### src/inc/orc_pkg.sv
// package for the oscillator control and reference clock block
// assumes a single 100 MHz system clock and an APB master with 32-bit data
package orc_pkg;
    // ----------------------------------------
    // register offsets (byte addresses)
    // ----------------------------------------
    localparam logic [7:0] OFS_OSC_CTRL = 8'h00;
    localparam logic [7:0] OFS_OSC_STAT = 8'h04;
    localparam logic [7:0] OFS_OSC_TUNE = 8'h08;
    localparam logic [7:0] OFS_REF_CTRL = 8'h0c;
    // ----------------------------------------
    // reset values
    // ----------------------------------------
    localparam logic [7:0] RST_OSC_CTRL = 8'h38;
    localparam logic [7:0] RST_OSC_TUNE = 8'h00;
    localparam logic [7:0] RST_REF_CTRL = 8'h30;
    // ----------------------------------------
    // field positions
    // ----------------------------------------
    localparam int CTL_SOFT_PLL = 7;
    localparam int CTL_FREQ_LSB = 3;
    localparam int CTL_SRC_LSB = 0;
    localparam int REF_UNIT_ON = 7;
    localparam int REF_PIN_DRIVE = 6;
    localparam int REF_SLEW = 5;
    localparam int REF_DUTY_LSB = 3;
    localparam int REF_DIV_LSB = 0;
    localparam logic [7:0] CTL_WR_MASK = 8'hfb;
    localparam logic [7:0] TUNE_WR_MASK = 8'h3f;
    // ----------------------------------------
    // configuration oscillator mode codes
    // ----------------------------------------
    localparam logic [2:0] MODE_LOW_POWER_CRYSTAL = 3'h0;
    localparam logic [2:0] MODE_CRYSTAL = 3'h1;
    localparam logic [2:0] MODE_HIGH_SPEED_CRYSTAL = 3'h2;
    // ----------------------------------------
    // types
    // ----------------------------------------
    typedef enum logic [1:0] {SRC_CONFIG, SRC_TIMER1, SRC_INTERNAL} orc_src_e;
    typedef enum logic [1:0] {OSC_LOW, OSC_MID, OSC_HIGH} orc_osc_e;
    typedef struct packed {
        logic psel;
        logic penable;
        logic pwrite;
        logic [7:0] paddr;
        logic [31:0] pwdata;
    } orc_apb_req_s;
    typedef struct packed {
        logic timer1Ready;
        logic pllReady;
        logic runFromConfig;
        logic highReady;
        logic highLocked;
        logic midReady;
        logic lowReady;
        logic highStable;
    } orc_osc_flags_s;
endpackage

### src/hdl/orc_osc_ref.sv
// oscillator control/status registers and reference clock output generator
// assumes APB master on core_clk, configuration word bits held steady as inputs
// Functional notes
// - configuration PLL force keeps 4x PLL on; otherwise control bit 7 decides
// - freq select 000x low 31k, 0010/0011 31.25k mid/high, 01xx mid 62.5-500k
// - freq select 1000-1111 give high oscillator 125k up to 16 MHz, 32 with PLL
// - source select 1x internal block, 01 Timer1, 00 configuration mode
// - status bit 7 is Timer1 ready, or 1 while Timer1 oscillator disabled
// - status bit 5 shows running from the configuration-selected clock
// - status bits 4, 2, 1 show high, mid, low oscillators ready
// - status bit 3 shows high oscillator within 2 percent
// - status bit 0 shows high oscillator within 0.5 percent
// - six-bit signed trim, zero is factory, 011111 max, 100000 min
// - reference unit runs only when enabled; pin needs its own enable
// - divided clock always feeds the modulator regardless of the pin
// - undivided mode follows source duty, 0 percent duty forces low
// - divide by two uses both source edges for 75 percent; at 25 percent it stays low
// - slew limiting follows the slew control bit
// - every reset disables the unit and restores register defaults
// - crystal modes keep the shared pin as oscillator input
// - configuration clock-out drives system clock divided by four, top priority
// - in sleep the unit stops and outputs hold their level
// - three-bit divider: 000 undivided, each step doubles up to 128
// - duty field: 11 75, 10 50, 01 25, 00 0 percent
// - reference control bit 7 unit enable, bit 6 pin enable, both reset 0
`timescale 1ns/1ps
module orc_osc_ref (
    input wire logic core_clk,                          // system clock, 100 MHz
    input wire logic rst_n,                             // synchronous reset, low
    input wire orc_pkg::orc_apb_req_s apbReq,           // apb request group
    output logic [31:0] prdata,                         // apb read data
    output logic pready,                                // apb ready
    output logic pslverr,                               // apb error, unmapped
    input wire logic cfgPllForce,                       // config word PLL force
    input wire logic cfgFoscQuarterOut,                 // config word clock-out
    input wire logic [2:0] cfgOscMode,                  // config word osc mode
    input wire logic timer1OscEnable,                   // Timer1 osc enable
    input wire orc_pkg::orc_osc_flags_s oscFlags,       // analog ready flags
    input wire logic sleepActive,                       // device asleep
    output logic pllOn,                                 // 4x PLL enable
    output orc_pkg::orc_src_e sysclkSourceSelect,       // chosen clock source
    output orc_pkg::orc_osc_e intOscSelect,             // internal osc used
    output logic [24:0] intFreqHz,                      // internal freq in Hz
    output logic signed [5:0] freqTrim,                 // oscillator trim
    output logic refclkToModulator,                     // clock to modulator
    output logic refclkOutputPin,                       // shared pin level
    output logic refclkPinOe_n,                         // pin enable, low drives
    output logic refclkSlewLimit                        // slew limit on pin
);
    // ----------------------------------------
    // registers
    // ----------------------------------------
    logic [7:0] oscCtrlFf;
    logic [7:0] oscTuneFf;
    logic [7:0] refCtrlFf;
    logic [7:0] nxt_refCtrl;
    logic [7:0] oscStatFf;
    logic [31:0] rdataFf;
    logic [6:0] divCntFf;
    logic [6:0] nxt_divCnt;
    logic refLvlFf;
    logic heldLvlFf;
    logic [1:0] quarterFf;
    logic unitOn;
    logic [2:0] divSel;
    logic [1:0] dutySel;
    logic [7:0] divN;
    logic [6:0] lastIdx;
    logic [7:0] highCnt;
    logic [7:0] nxtDivN;
    logic [7:0] nxtHighCnt;
    logic refLive;
    logic crystalMode;
    logic addrHit;
    logic wrEn;
    logic [7:0] rdSel;

    assign addrHit = apbReq.paddr == orc_pkg::OFS_OSC_CTRL
        || apbReq.paddr == orc_pkg::OFS_OSC_STAT
        || apbReq.paddr == orc_pkg::OFS_OSC_TUNE
        || apbReq.paddr == orc_pkg::OFS_REF_CTRL;
    assign wrEn = apbReq.psel && apbReq.penable && apbReq.pwrite && addrHit;
    // zero wait states: data is captured in setup, answered in access
    assign pready = apbReq.psel && apbReq.penable;
    assign pslverr = apbReq.psel && apbReq.penable && !addrHit;
    assign prdata = rdataFf;

    // ----------------------------------------
    // software registers
    // ----------------------------------------
    always_ff @(posedge core_clk) begin
        if (!rst_n) begin
            oscCtrlFf <= orc_pkg::RST_OSC_CTRL;
        end else if (wrEn && apbReq.paddr == orc_pkg::OFS_OSC_CTRL) begin
            oscCtrlFf <= apbReq.pwdata[7:0] & orc_pkg::CTL_WR_MASK;
        end
    end

    always_ff @(posedge core_clk) begin
        if (!rst_n) begin
            oscTuneFf <= orc_pkg::RST_OSC_TUNE;
        end else if (wrEn && apbReq.paddr == orc_pkg::OFS_OSC_TUNE) begin
            oscTuneFf <= apbReq.pwdata[7:0] & orc_pkg::TUNE_WR_MASK;
        end
    end

    // next value shared with the divider, so the write that enables
    // the unit already shapes the first output period
    always_comb begin
        nxt_refCtrl = refCtrlFf;
        if (wrEn && apbReq.paddr == orc_pkg::OFS_REF_CTRL) begin
            nxt_refCtrl = apbReq.pwdata[7:0];
        end
    end

    always_ff @(posedge core_clk) begin
        if (!rst_n) begin
            refCtrlFf <= orc_pkg::RST_REF_CTRL;
        end else begin
            refCtrlFf <= nxt_refCtrl;
        end
    end

    // status is sampled once a cycle so reads see a settled value
    always_ff @(posedge core_clk) begin
        if (!rst_n) begin
            oscStatFf <= 8'h00;
        end else begin
            oscStatFf <= {!timer1OscEnable || oscFlags.timer1Ready,
                          oscFlags.pllReady,
                          oscFlags.runFromConfig,
                          oscFlags.highReady,
                          oscFlags.highLocked,
                          oscFlags.midReady,
                          oscFlags.lowReady,
                          oscFlags.highStable};
        end
    end

    always_comb begin
        case (apbReq.paddr)
            orc_pkg::OFS_OSC_CTRL: rdSel = oscCtrlFf;
            orc_pkg::OFS_OSC_STAT: rdSel = oscStatFf;
            orc_pkg::OFS_OSC_TUNE: rdSel = oscTuneFf;
            orc_pkg::OFS_REF_CTRL: rdSel = refCtrlFf;
            default: rdSel = 8'h00;
        endcase
    end

    always_ff @(posedge core_clk) begin
        if (!rst_n) begin
            rdataFf <= 32'h00000000;
        end else if (apbReq.psel && !apbReq.penable && !apbReq.pwrite) begin
            rdataFf <= {24'h000000, rdSel};
        end
    end

    // ----------------------------------------
    // oscillator selection outputs
    // ----------------------------------------
    assign pllOn = cfgPllForce || oscCtrlFf[orc_pkg::CTL_SOFT_PLL];
    assign freqTrim = oscTuneFf[5:0];

    always_comb begin
        case (oscCtrlFf[orc_pkg::CTL_SRC_LSB +: 2])
            2'h2, 2'h3: sysclkSourceSelect = orc_pkg::SRC_INTERNAL;
            2'h1: sysclkSourceSelect = orc_pkg::SRC_TIMER1;
            default: sysclkSourceSelect = orc_pkg::SRC_CONFIG;
        endcase
    end

    always_comb begin
        intOscSelect = orc_pkg::OSC_HIGH;
        case (oscCtrlFf[orc_pkg::CTL_FREQ_LSB +: 4])
            4'h0, 4'h1: begin
                intOscSelect = orc_pkg::OSC_LOW;
                intFreqHz = 25'd31000;
            end
            4'h2: begin
                intOscSelect = orc_pkg::OSC_MID;
                intFreqHz = 25'd31250;
            end
            4'h3: intFreqHz = 25'd31250;
            4'h4: begin
                intOscSelect = orc_pkg::OSC_MID;
                intFreqHz = 25'd62500;
            end
            4'h5: begin
                intOscSelect = orc_pkg::OSC_MID;
                intFreqHz = 25'd125000;
            end
            4'h6: begin
                intOscSelect = orc_pkg::OSC_MID;
                intFreqHz = 25'd250000;
            end
            4'h7: begin
                intOscSelect = orc_pkg::OSC_MID;
                intFreqHz = 25'd500000;
            end
            4'h8: intFreqHz = 25'd125000;
            4'h9: intFreqHz = 25'd250000;
            4'ha: intFreqHz = 25'd500000;
            4'hb: intFreqHz = 25'd1000000;
            4'hc: intFreqHz = 25'd2000000;
            4'hd: intFreqHz = 25'd4000000;
            4'he: intFreqHz = pllOn ? 25'd32000000 : 25'd8000000;
            default: intFreqHz = 25'd16000000;
        endcase
    end

    // ----------------------------------------
    // reference clock divider
    // ----------------------------------------
    assign unitOn = refCtrlFf[orc_pkg::REF_UNIT_ON];
    assign divSel = refCtrlFf[orc_pkg::REF_DIV_LSB +: 3];
    assign dutySel = refCtrlFf[orc_pkg::REF_DUTY_LSB +: 2];
    assign divN = 8'h01 << divSel;
    assign lastIdx = 7'(divN - 8'h01);
    assign highCnt = 8'((10'(dutySel) * 10'(divN)) >> 2);
    assign nxtDivN = 8'h01 << nxt_refCtrl[orc_pkg::REF_DIV_LSB +: 3];
    assign nxtHighCnt = 8'((10'(nxt_refCtrl[orc_pkg::REF_DUTY_LSB +: 2])
        * 10'(nxtDivN)) >> 2);

    // counter held at zero while off so enabling starts a whole period
    always_comb begin
        if (!unitOn) begin
            nxt_divCnt = 7'h00;
        end else if (sleepActive) begin
            nxt_divCnt = divCntFf;
        end else if (divCntFf >= lastIdx) begin
            nxt_divCnt = 7'h00;
        end else begin
            nxt_divCnt = 7'(divCntFf + 7'h01);
        end
    end

    always_ff @(posedge core_clk) begin
        if (!rst_n) begin
            divCntFf <= 7'h00;
        end else begin
            divCntFf <= nxt_divCnt;
        end
    end

    always_ff @(posedge core_clk) begin
        if (!rst_n) begin
            refLvlFf <= 1'b0;
        end else if (!sleepActive) begin
            refLvlFf <= nxt_refCtrl[orc_pkg::REF_UNIT_ON]
                && ({1'b0, nxt_divCnt} < nxtHighCnt);
        end
    end

    // undivided, and divide by two at 75 percent, the output is shaped by the clock level itself,
    // so duty accuracy rides on the source duty cycle
    always_comb begin
        if (!unitOn || dutySel == 2'h0) begin
            refLive = 1'b0;
        end else if (divSel == 3'h0) begin
            refLive = core_clk;
        end else if (divSel == 3'h1 && dutySel == 2'h1) begin
            refLive = refLvlFf && core_clk;
        end else if (divSel == 3'h1 && dutySel == 2'h3) begin
            refLive = refLvlFf || core_clk;
        end else begin
            refLive = refLvlFf;
        end
    end

    always_ff @(posedge core_clk) begin
        if (!rst_n) begin
            heldLvlFf <= 1'b0;
        end else if (!sleepActive) begin
            heldLvlFf <= refLvlFf;
        end
    end

    assign refclkToModulator = sleepActive ? heldLvlFf : refLive;

    // ----------------------------------------
    // shared pin
    // ----------------------------------------
    always_ff @(posedge core_clk) begin
        if (!rst_n) begin
            quarterFf <= 2'h0;
        end else if (!sleepActive) begin
            quarterFf <= 2'(quarterFf + 2'h1);
        end
    end

    assign crystalMode = cfgOscMode == orc_pkg::MODE_LOW_POWER_CRYSTAL
        || cfgOscMode == orc_pkg::MODE_CRYSTAL
        || cfgOscMode == orc_pkg::MODE_HIGH_SPEED_CRYSTAL;

    always_comb begin
        if (cfgFoscQuarterOut) begin
            refclkOutputPin = quarterFf[1];
            refclkPinOe_n = 1'b0;
        end else if (crystalMode) begin
            refclkOutputPin = 1'b0;
            refclkPinOe_n = 1'b1;
        end else if (unitOn && refCtrlFf[orc_pkg::REF_PIN_DRIVE]) begin
            refclkOutputPin = refclkToModulator;
            refclkPinOe_n = 1'b0;
        end else begin
            refclkOutputPin = 1'b0;
            refclkPinOe_n = 1'b1;
        end
    end

    assign refclkSlewLimit = refCtrlFf[orc_pkg::REF_SLEW];

    // ----------------------------------------
    // assertions
    // ----------------------------------------
    a_pll_force_on: assert property (@(posedge core_clk) disable iff (!rst_n)
        cfgPllForce |-> pllOn) else $error("PLL off while forced");

    a_pll_soft_ctl: assert property (@(posedge core_clk) disable iff (!rst_n)
        !cfgPllForce |-> pllOn == oscCtrlFf[7]) else $error("PLL ignores soft bit");

    a_src_decode: assert property (@(posedge core_clk) disable iff (!rst_n)
        oscCtrlFf[1] |-> sysclkSourceSelect == orc_pkg::SRC_INTERNAL)
        else $error("source select wrong");

    a_t1_always_ready: assert property (@(posedge core_clk) disable iff (!rst_n)
        !timer1OscEnable ##1 1'b1 |-> oscStatFf[7]) else $error("Timer1 ready low");

    a_reset_defaults: assert property (@(posedge core_clk)
        !rst_n |=> refCtrlFf == 8'h30 && oscCtrlFf == 8'h38 && oscTuneFf == 8'h00)
        else $error("registers not at defaults");

    a_crystal_block: assert property (@(posedge core_clk) disable iff (!rst_n)
        crystalMode && !cfgFoscQuarterOut |-> refclkPinOe_n) else $error("pin driven");

    a_quarter_prio: assert property (@(posedge core_clk) disable iff (!rst_n)
        cfgFoscQuarterOut && !sleepActive ##1 cfgFoscQuarterOut && !sleepActive
        ##1 cfgFoscQuarterOut && !sleepActive
        |-> !refclkPinOe_n && refclkOutputPin != $past(refclkOutputPin, 2))
        else $error("clock-out not system clock over four");

    a_sleep_hold: assert property (@(posedge core_clk) disable iff (!rst_n)
        sleepActive && $past(sleepActive) |-> $stable(divCntFf) && $stable(heldLvlFf))
        else $error("divider moved in sleep");

    a_div_wrap: assert property (@(posedge core_clk) disable iff (!rst_n)
        unitOn && !sleepActive && divCntFf == lastIdx |=> divCntFf == 7'h00)
        else $error("divider did not wrap");

    a_enable_restart: assert property (@(posedge core_clk) disable iff (!rst_n)
        $rose(unitOn) |-> divCntFf == 7'h00) else $error("counter not restarted");

    a_duty_zero: assert property (@(posedge core_clk) disable iff (!rst_n)
        unitOn && dutySel == 2'h0 && !sleepActive ##1 dutySel == 2'h0 && !sleepActive
        |-> !refLvlFf && !refclkToModulator) else $error("zero duty not low");

    a_half_duty: assert property (@(posedge core_clk) disable iff (!rst_n)
        unitOn && divSel == 3'h2 && dutySel == 2'h2 && divCntFf == 7'h0 && !sleepActive
        ##1 !sleepActive && unitOn && divSel == 3'h2 && dutySel == 2'h2
        |-> refLvlFf) else $error("50 percent start not high");

    a_first_high: assert property (@(posedge core_clk) disable iff (!rst_n)
        $rose(unitOn) && highCnt != 8'h00 && !$past(sleepActive) |-> refLvlFf)
        else $error("first period starts low");

    a_pin_route: assert property (@(posedge core_clk) disable iff (!rst_n)
        unitOn && refCtrlFf[orc_pkg::REF_PIN_DRIVE] && !crystalMode && !cfgFoscQuarterOut
        |-> !refclkPinOe_n && refclkOutputPin == refclkToModulator)
        else $error("reference not on pin");

endmodule // orc_osc_ref

### config.mk
export PLATFORM = sky130hd
export DESIGN_NAME = orc_osc_ref
export DESIGN_NICKNAME = d
export VERILOG_FILES = /design/src/inc/orc_pkg.sv /design/src/hdl/orc_osc_ref.sv
export SDC_FILE = /design/constraint.sdc
export NUM_CORES = 1
export LEC_CHECK = 0
export BUFFER_PORTS_ARGS = -buffer_cell sky130_fd_sc_hd__buf_4
export CORE_ASPECT_RATIO = 1.4
export CORE_MARGIN = 3
export CORE_UTILIZATION = 30
export DETAILED_ROUTE_END_ITERATION = 8
export SLEW_MARGIN = 10
export SYNTH_ARGS = -nofsm -noshare
export SYNTH_HDL_FRONTEND = slang
export SYNTH_SLANG_ARGS = --single-unit
### constraint.sdc
create_clock -name core_clk -period 9.7 [get_ports core_clk]
set_input_delay 0.485 -clock core_clk [delete_from_list [all_inputs] [get_ports core_clk]]
set_output_delay 0.485 -clock core_clk [all_outputs]
set_load 0.1 [all_outputs]
==> results.txt, run 1 <==
mux cell area share after synthesis: 0.0913
cell area after synthesis: 3470 sq um
Die Wd: 96.9 microns
Max Slew Vio Count: 0
Synth Register Bits: 48
share of cells above drive strength 1: 0.240
first-pass GRT wire length: 16100 microns
Avg Cell Area, Syn: 8.03 sq um
worst IR drop on VDD: 0.0889 mV
Synth cell types: 59
XOR/XNOR Fraction of Synth Area: 0.0354
Tot GR Track Use: 0.153
Yosys top cell by area: dfxtp_1
Yosys top cell area share: 0.277
total number of yosys warnings: 0
HP Class: in -> reg
compound-gate portion of the synthesized area: 0.173
worst skew pair latency: 0.40 ns
Worst EP required: 9.22 ns
hold_sp: timer1OscEnable
critical path endpoint category: primary output
CTS tree: done
DIE AREA: 12900 sq um
hold buffer count at cts: 0
utilization after layout: 0.406
Worst Setup SP: core_clk
top_reg_cell synth: dfxtp_1
DRC: 0
Final Wtd Congestion: 0.782
worst slack at placement: 3.46 ns
Cells after Synth: 432
row count: 45
EDFF count, synth: 0
pin count of the biggest net entering global routing: 29
Worst Max-Slew Pin Slew: 0.730 ns
# Post-CTS Setup Buffers: 0
nets: 591
Adder-Cell Fraction of Synth Area: 0.0780
CP startpoint kind: clock port
Max Cap Viol: 0
Post-Synth Simple-Gate Area: 0.246
post-cts sizing count: 0
status: finished clean
Port-buffer cells: 84
register area share after synthesis: 0.277
Die Y: 133 microns
Pleak: 2.10 nW
Core ar.: 11100 sq um
Post-Route Skew: 0.00664 ns
CP Max Fanout: 2
Worst EP arrival: 6.91 ns
async set-or-reset flop fraction in the synthesized netlist: 0
Initial Utilization: 0.313
RR Startpoint: refCtrlFf[2]
vias: 3332
Routed wire per std cell: 15.0 microns
final worst setup slack: 2.31 ns
Setup TNS Final: 0 ns
commonest non-fill, non-tap cell in the layout: buf_4
Slew headroom: 0.513
Fin. Hold Viols: 0
Pre-antenna DRT Iters: 5
area grow syn2layout: 29.8%
vias in the first global route: 3358
Hold Slack: 0.257 ns
largest family of logic cells by synthesized area: simple AND/OR/NAND/NOR gates
Power Density: 144 nW/um^2
antenna diode count: 0
final wirelength: 9830 microns
Final setup violation count: 0
Final ANT Viol Nets: 0
GRT overflow: 0
Crit Path Category: clk -> out
Post-DP HPWL: 7120 microns
Reg clk slew, reported paths: 0.07 ns
most frequent cells in the layout: buf_4, nor2_1, dfxtp_1
IO Count: 134
top post-synthesis cells by area: dfxtp_1, ha_1, nor2_1, buf_4, mux2i_1
RSZ-0062 raised after global routing: false
initial antenna violation count: 0
Vias per Instance: 5.09
DR iter-0 viols: 133
cells in the mapped netlist, drive strengths merged (10+ instances only):
master,count
mux2i,17
and2,10
ha,20
a31oi,11
nand2,41
a21oi,30
dfxtp,48
o21ai,13
clkbuf,12
nor2,60
buf,36
inv,11
nor2b,13
critical path, stage by stage:
cell	delay (ns)
clkbuf_16	0.12
clkbuf_16	0.13
clkbuf_16	0.13
clkbuf_16	0.14
clkbuf_16	0.13
or3_1	0.30
a21oi_1	0.31
o41ai_2	0.15
clkbuf_16	0.18
clkbuf_16	0.13
nand2_1	0.04
o21ai_0	0.06
buf_4	0.23
cell families (layout without fill, tap and decap cells):
| kind of cell | after synthesis | count (layout) |
|---|---|---|
| adder cells (fa/ha/maj) | 21 | 21 |
| AND/OR/NAND/NOR | 172 | 172 |
| multiplexers | 25 | 25 |
| other | 1 | 26 |
| buffers and inverters | 59 | 115 |
| AO/OA/AOI/OAI | 92 | 92 |
| flip-flops | 48 | 48 |
| XOR/XNOR | 14 | 14 |
final timing paths:
path / endpoint / slack [ns] / depth (start not counted)
setup / recovery: refclkOutputPin / 2.31 / 13
hold reg to reg: refCtrlFf[6] / 0.49 / 2
setup reg to reg: refLvlFf / 5.59 / 15
hold / removal: oscStatFf[7] / 0.26 / 2
sequential cells by signal, summed over array words and instances (netlist names):
signal     flops
divCntFf       7
heldLvlFf      1
oscCtrlFf      7
oscStatFf      8
oscTuneFf      6
prdata         8
quarterFf      2
refCtrlFf      8
refLvlFf       1
final cells by class:
| type | count | area [sq um] |
|---|---|---|
| inverters | 11 | 41.3 |
| flip-flops and latches | 48 | 961 |
| clock buffers | 19 | 398 |
| well taps | 141 | 176 |
| multi-input cells | 350 | 2260 |
| fillers | 1106 | 6590 |
| repair buffers | 82 | 616 |
| clock inverters | 3 | 46.3 |
where the power goes:
group | internal, W | total (W) | switching [W]
registers | 0.000200 | 0.000201 | 0.00000102
logic | 0.0000176 | 0.0000840 | 0.0000664
clock network | 0.000251 | 0.000366 | 0.000114
metrics by stage:
stage	power, W	instance area (sq um)	std cells
floorplan	0.000286	3560	457
global placement	0.000298	4070	634
detailed placement	0.000299	4070	634
CTS	0.000659	4500	654
global route	0.000672	4500	654
finish	0.000650	4500	654
per-layer routing:
metal,part of all wire,GRT usage,up-vias
li1,-,-,1628
met1,0.39,0.159,1553
met2,0.53,0.272,132
met3,0.059,0.0450,19
met4,0.023,0.0906,0
met5,0,0,-
(Power assumes the default switching activity.)
==> inputs of run 2 (changes only) <==
Clock period 9.7 ns to 7.05 ns, I/O delays scaled along.
==> results.txt, run 2 (synthesized netlist as in run 1, its figures left out) <==
status: finished clean (unchanged)
RSZ-0062 raised after global routing: false (unchanged)
Power Density: 199 nW/um^2 (was 144 nW/um^2)
CP max-delay cell: or3_1 (was a21oi_1)
Comb pwr share: 0.129 (about the same)
DR iter-0 viols: 160 (was 133)
Tot GR Track Use: 0.150 (was 0.153)
Worst EP arrival: 5.56 ns (was 6.91 ns)
worst path bufs/invs: 8 (unchanged)
most frequent cells in the layout: buf_4, nor2_1, dfxtp_1 (unchanged)
Setup TNS Final: 0 ns (unchanged)
CP dominant cell by count: clkbuf_16 (unchanged)
Die Wd: 96.9 microns (unchanged)
HP Class: in -> reg (unchanged)
Pre-antenna DRT Iters: 4 (was 5)
worst IR drop on VDD: 0.116 mV (was 0.0889 mV)
Initial Utilization: 0.313 (unchanged)
Final ANT Viol Nets: 0 (unchanged)
Reg clk slew, reported paths: 0.06 ns (was 0.07 ns)
Post-Route Skew: 0.00744 ns (was 0.00664 ns)
Max Cap Viol: 0 (unchanged)
final wirelength: 9570 microns (was 9830 microns)
DIE AREA: 12900 sq um (unchanged)
vias in the first global route: 3293 (was 3358)
Worst path max stage delay: 0.29 ns (was 0.31 ns)
# Post-CTS Setup Buffers: 0 (unchanged)
Vias per Instance: 5.07 (was 5.09)
post-cts sizing count: 0 (unchanged)
worst skew pair latency: 0.40 ns (about the same)
DRC: 0 (unchanged)
CTS tree: done (unchanged)
Pleak: 2.10 nW (unchanged)
initial antenna violation count: 0 (unchanged)
critical path endpoint category: primary output (unchanged)
Internal Power: 0.000645 W (was 0.000469 W)
Core ar.: 11100 sq um (unchanged)
share of power burned in registers: 0.308 (about the same)
crit-path cells: clkbuf_16 -> clkbuf_16 -> clkbuf_16 -> clkbuf_16 -> clkbuf_16 -> or3_1 -> a21oi_1 -> o41ai_2 -> clkbuf_16 -> clkbuf_16 -> nand2_1 -> o21ai_0 -> buf_4 (unchanged)
antenna diode count: 0 (unchanged)
IO Count: 134 (unchanged)
Fin. Hold Viols: 0 (unchanged)
Worst Max-Slew Pin Slew: 0.744 ns (was 0.730 ns)
commonest non-fill, non-tap cell in the layout: buf_4 (unchanged)
Slew headroom: 0.503 (was 0.513)
Clk pwr share: 0.563 (was 0.562)
footprint of the multi-input gates: 2260 sq um (unchanged)
CP delay by family, top: buffers and inverters (unchanged)
first-pass GRT wire length: 15700 microns (was 16100 microns)
Port-buffer cells: 84 (unchanged)
Final Wtd Congestion: 0.781 (was 0.782)
row count: 45 (unchanged)
Worst EP required: 6.70 ns (was 9.22 ns)
Net Sw Frac: 0.279 (about the same)
CP startpoint kind: clock port (unchanged)
hold_sp: timer1OscEnable (unchanged)
pin count of the biggest net entering global routing: 29 (unchanged)
fillers: 1121 (was 1106)
Crit Path Category: clk -> out (unchanged)
Final setup violation count: 0 (unchanged)
share of cells above drive strength 1: 0.240 (unchanged)
utilization after layout: 0.406 (unchanged)
GRT overflow: 0 (unchanged)
Psw: 0.000250 W (was 0.000182 W)
nets: 591 (unchanged)
RR Startpoint: refCtrlFf[2] (unchanged)
area grow syn2layout: 29.8% (unchanged)
hold buffer count at cts: 0 (unchanged)
Post-DP HPWL: 7100 microns (was 7120 microns)
Worst Setup SP: core_clk (unchanged)
Routed wire per std cell: 14.6 microns (was 15.0 microns)
vias: 3317 (was 3332)
Max Slew Vio Count: 0 (unchanged)
FF/Latch Area: 961 sq um (unchanged)
Die Y: 133 microns (unchanged)
CP Max Fanout: 2 (unchanged)
## run 2: layer usage
layer | global-route usage | part of all wire | vias to the layer above
li1 | - | - | 1626
met1 | 0.156 | 0.39 | 1546
met2 | 0.262 | 0.52 | 119
met3 | 0.0461 | 0.062 | 26
met4 | 0.0906 | 0.033 | 0
met5 | 0 | 0 | -
## run 2: final timing paths
check,end,slack (ns),cells after the start
worst min-delay path,oscStatFf[7],0.13,2
worst min register to register,refCtrlFf[6],0.48,2
worst max-delay path,refclkOutputPin,1.13,13
worst max register to register,refLvlFf,3.03,15
## run 2: power by group through the flow
stage / registers (W) / clock network (W) / logic (W)
after global routing: 0.000276 / 0.000528 / 0.000120
after global placement: 0.000282 / 0.0000137 / 0.000115
final: 0.000276 / 0.000504 / 0.000115
after CTS: 0.000276 / 0.000517 / 0.000116
after floorplan: 0.000282 / 0.0000134 / 0.0000989
after detailed placement: 0.000282 / 0.0000137 / 0.000115
## run 2: through the flow
| stage | setup WS (ns) | total power, W | instance area, sq um | instances | hold WS (ns) |
|---|---|---|---|---|---|
| final | 1.13 | 0.000895 | 4500 | 654 | 0.127 |
| after CTS | 1.02 | 0.000908 | 4500 | 654 | 0.116 |
| after detailed placement | 2.27 | 0.000411 | 4070 | 634 | 0.472 |
| after global placement | 2.27 | 0.000411 | 4070 | 634 | 0.462 |
| after global routing | 1.00 | 0.000924 | 4500 | 654 | 0.133 |
| after floorplan | 1.22 | 0.000394 | 3560 | 457 | 0.442 |
## run 2: area by class of cell
type                       count  share of cell area
clock buffer                  19              0.0884
tap                          141              0.0392
timing repair buffer          82               0.137
clock inverter                 3              0.0103
inverter                      11             0.00917
sequential                    48               0.214
multi-input combinational    350               0.503
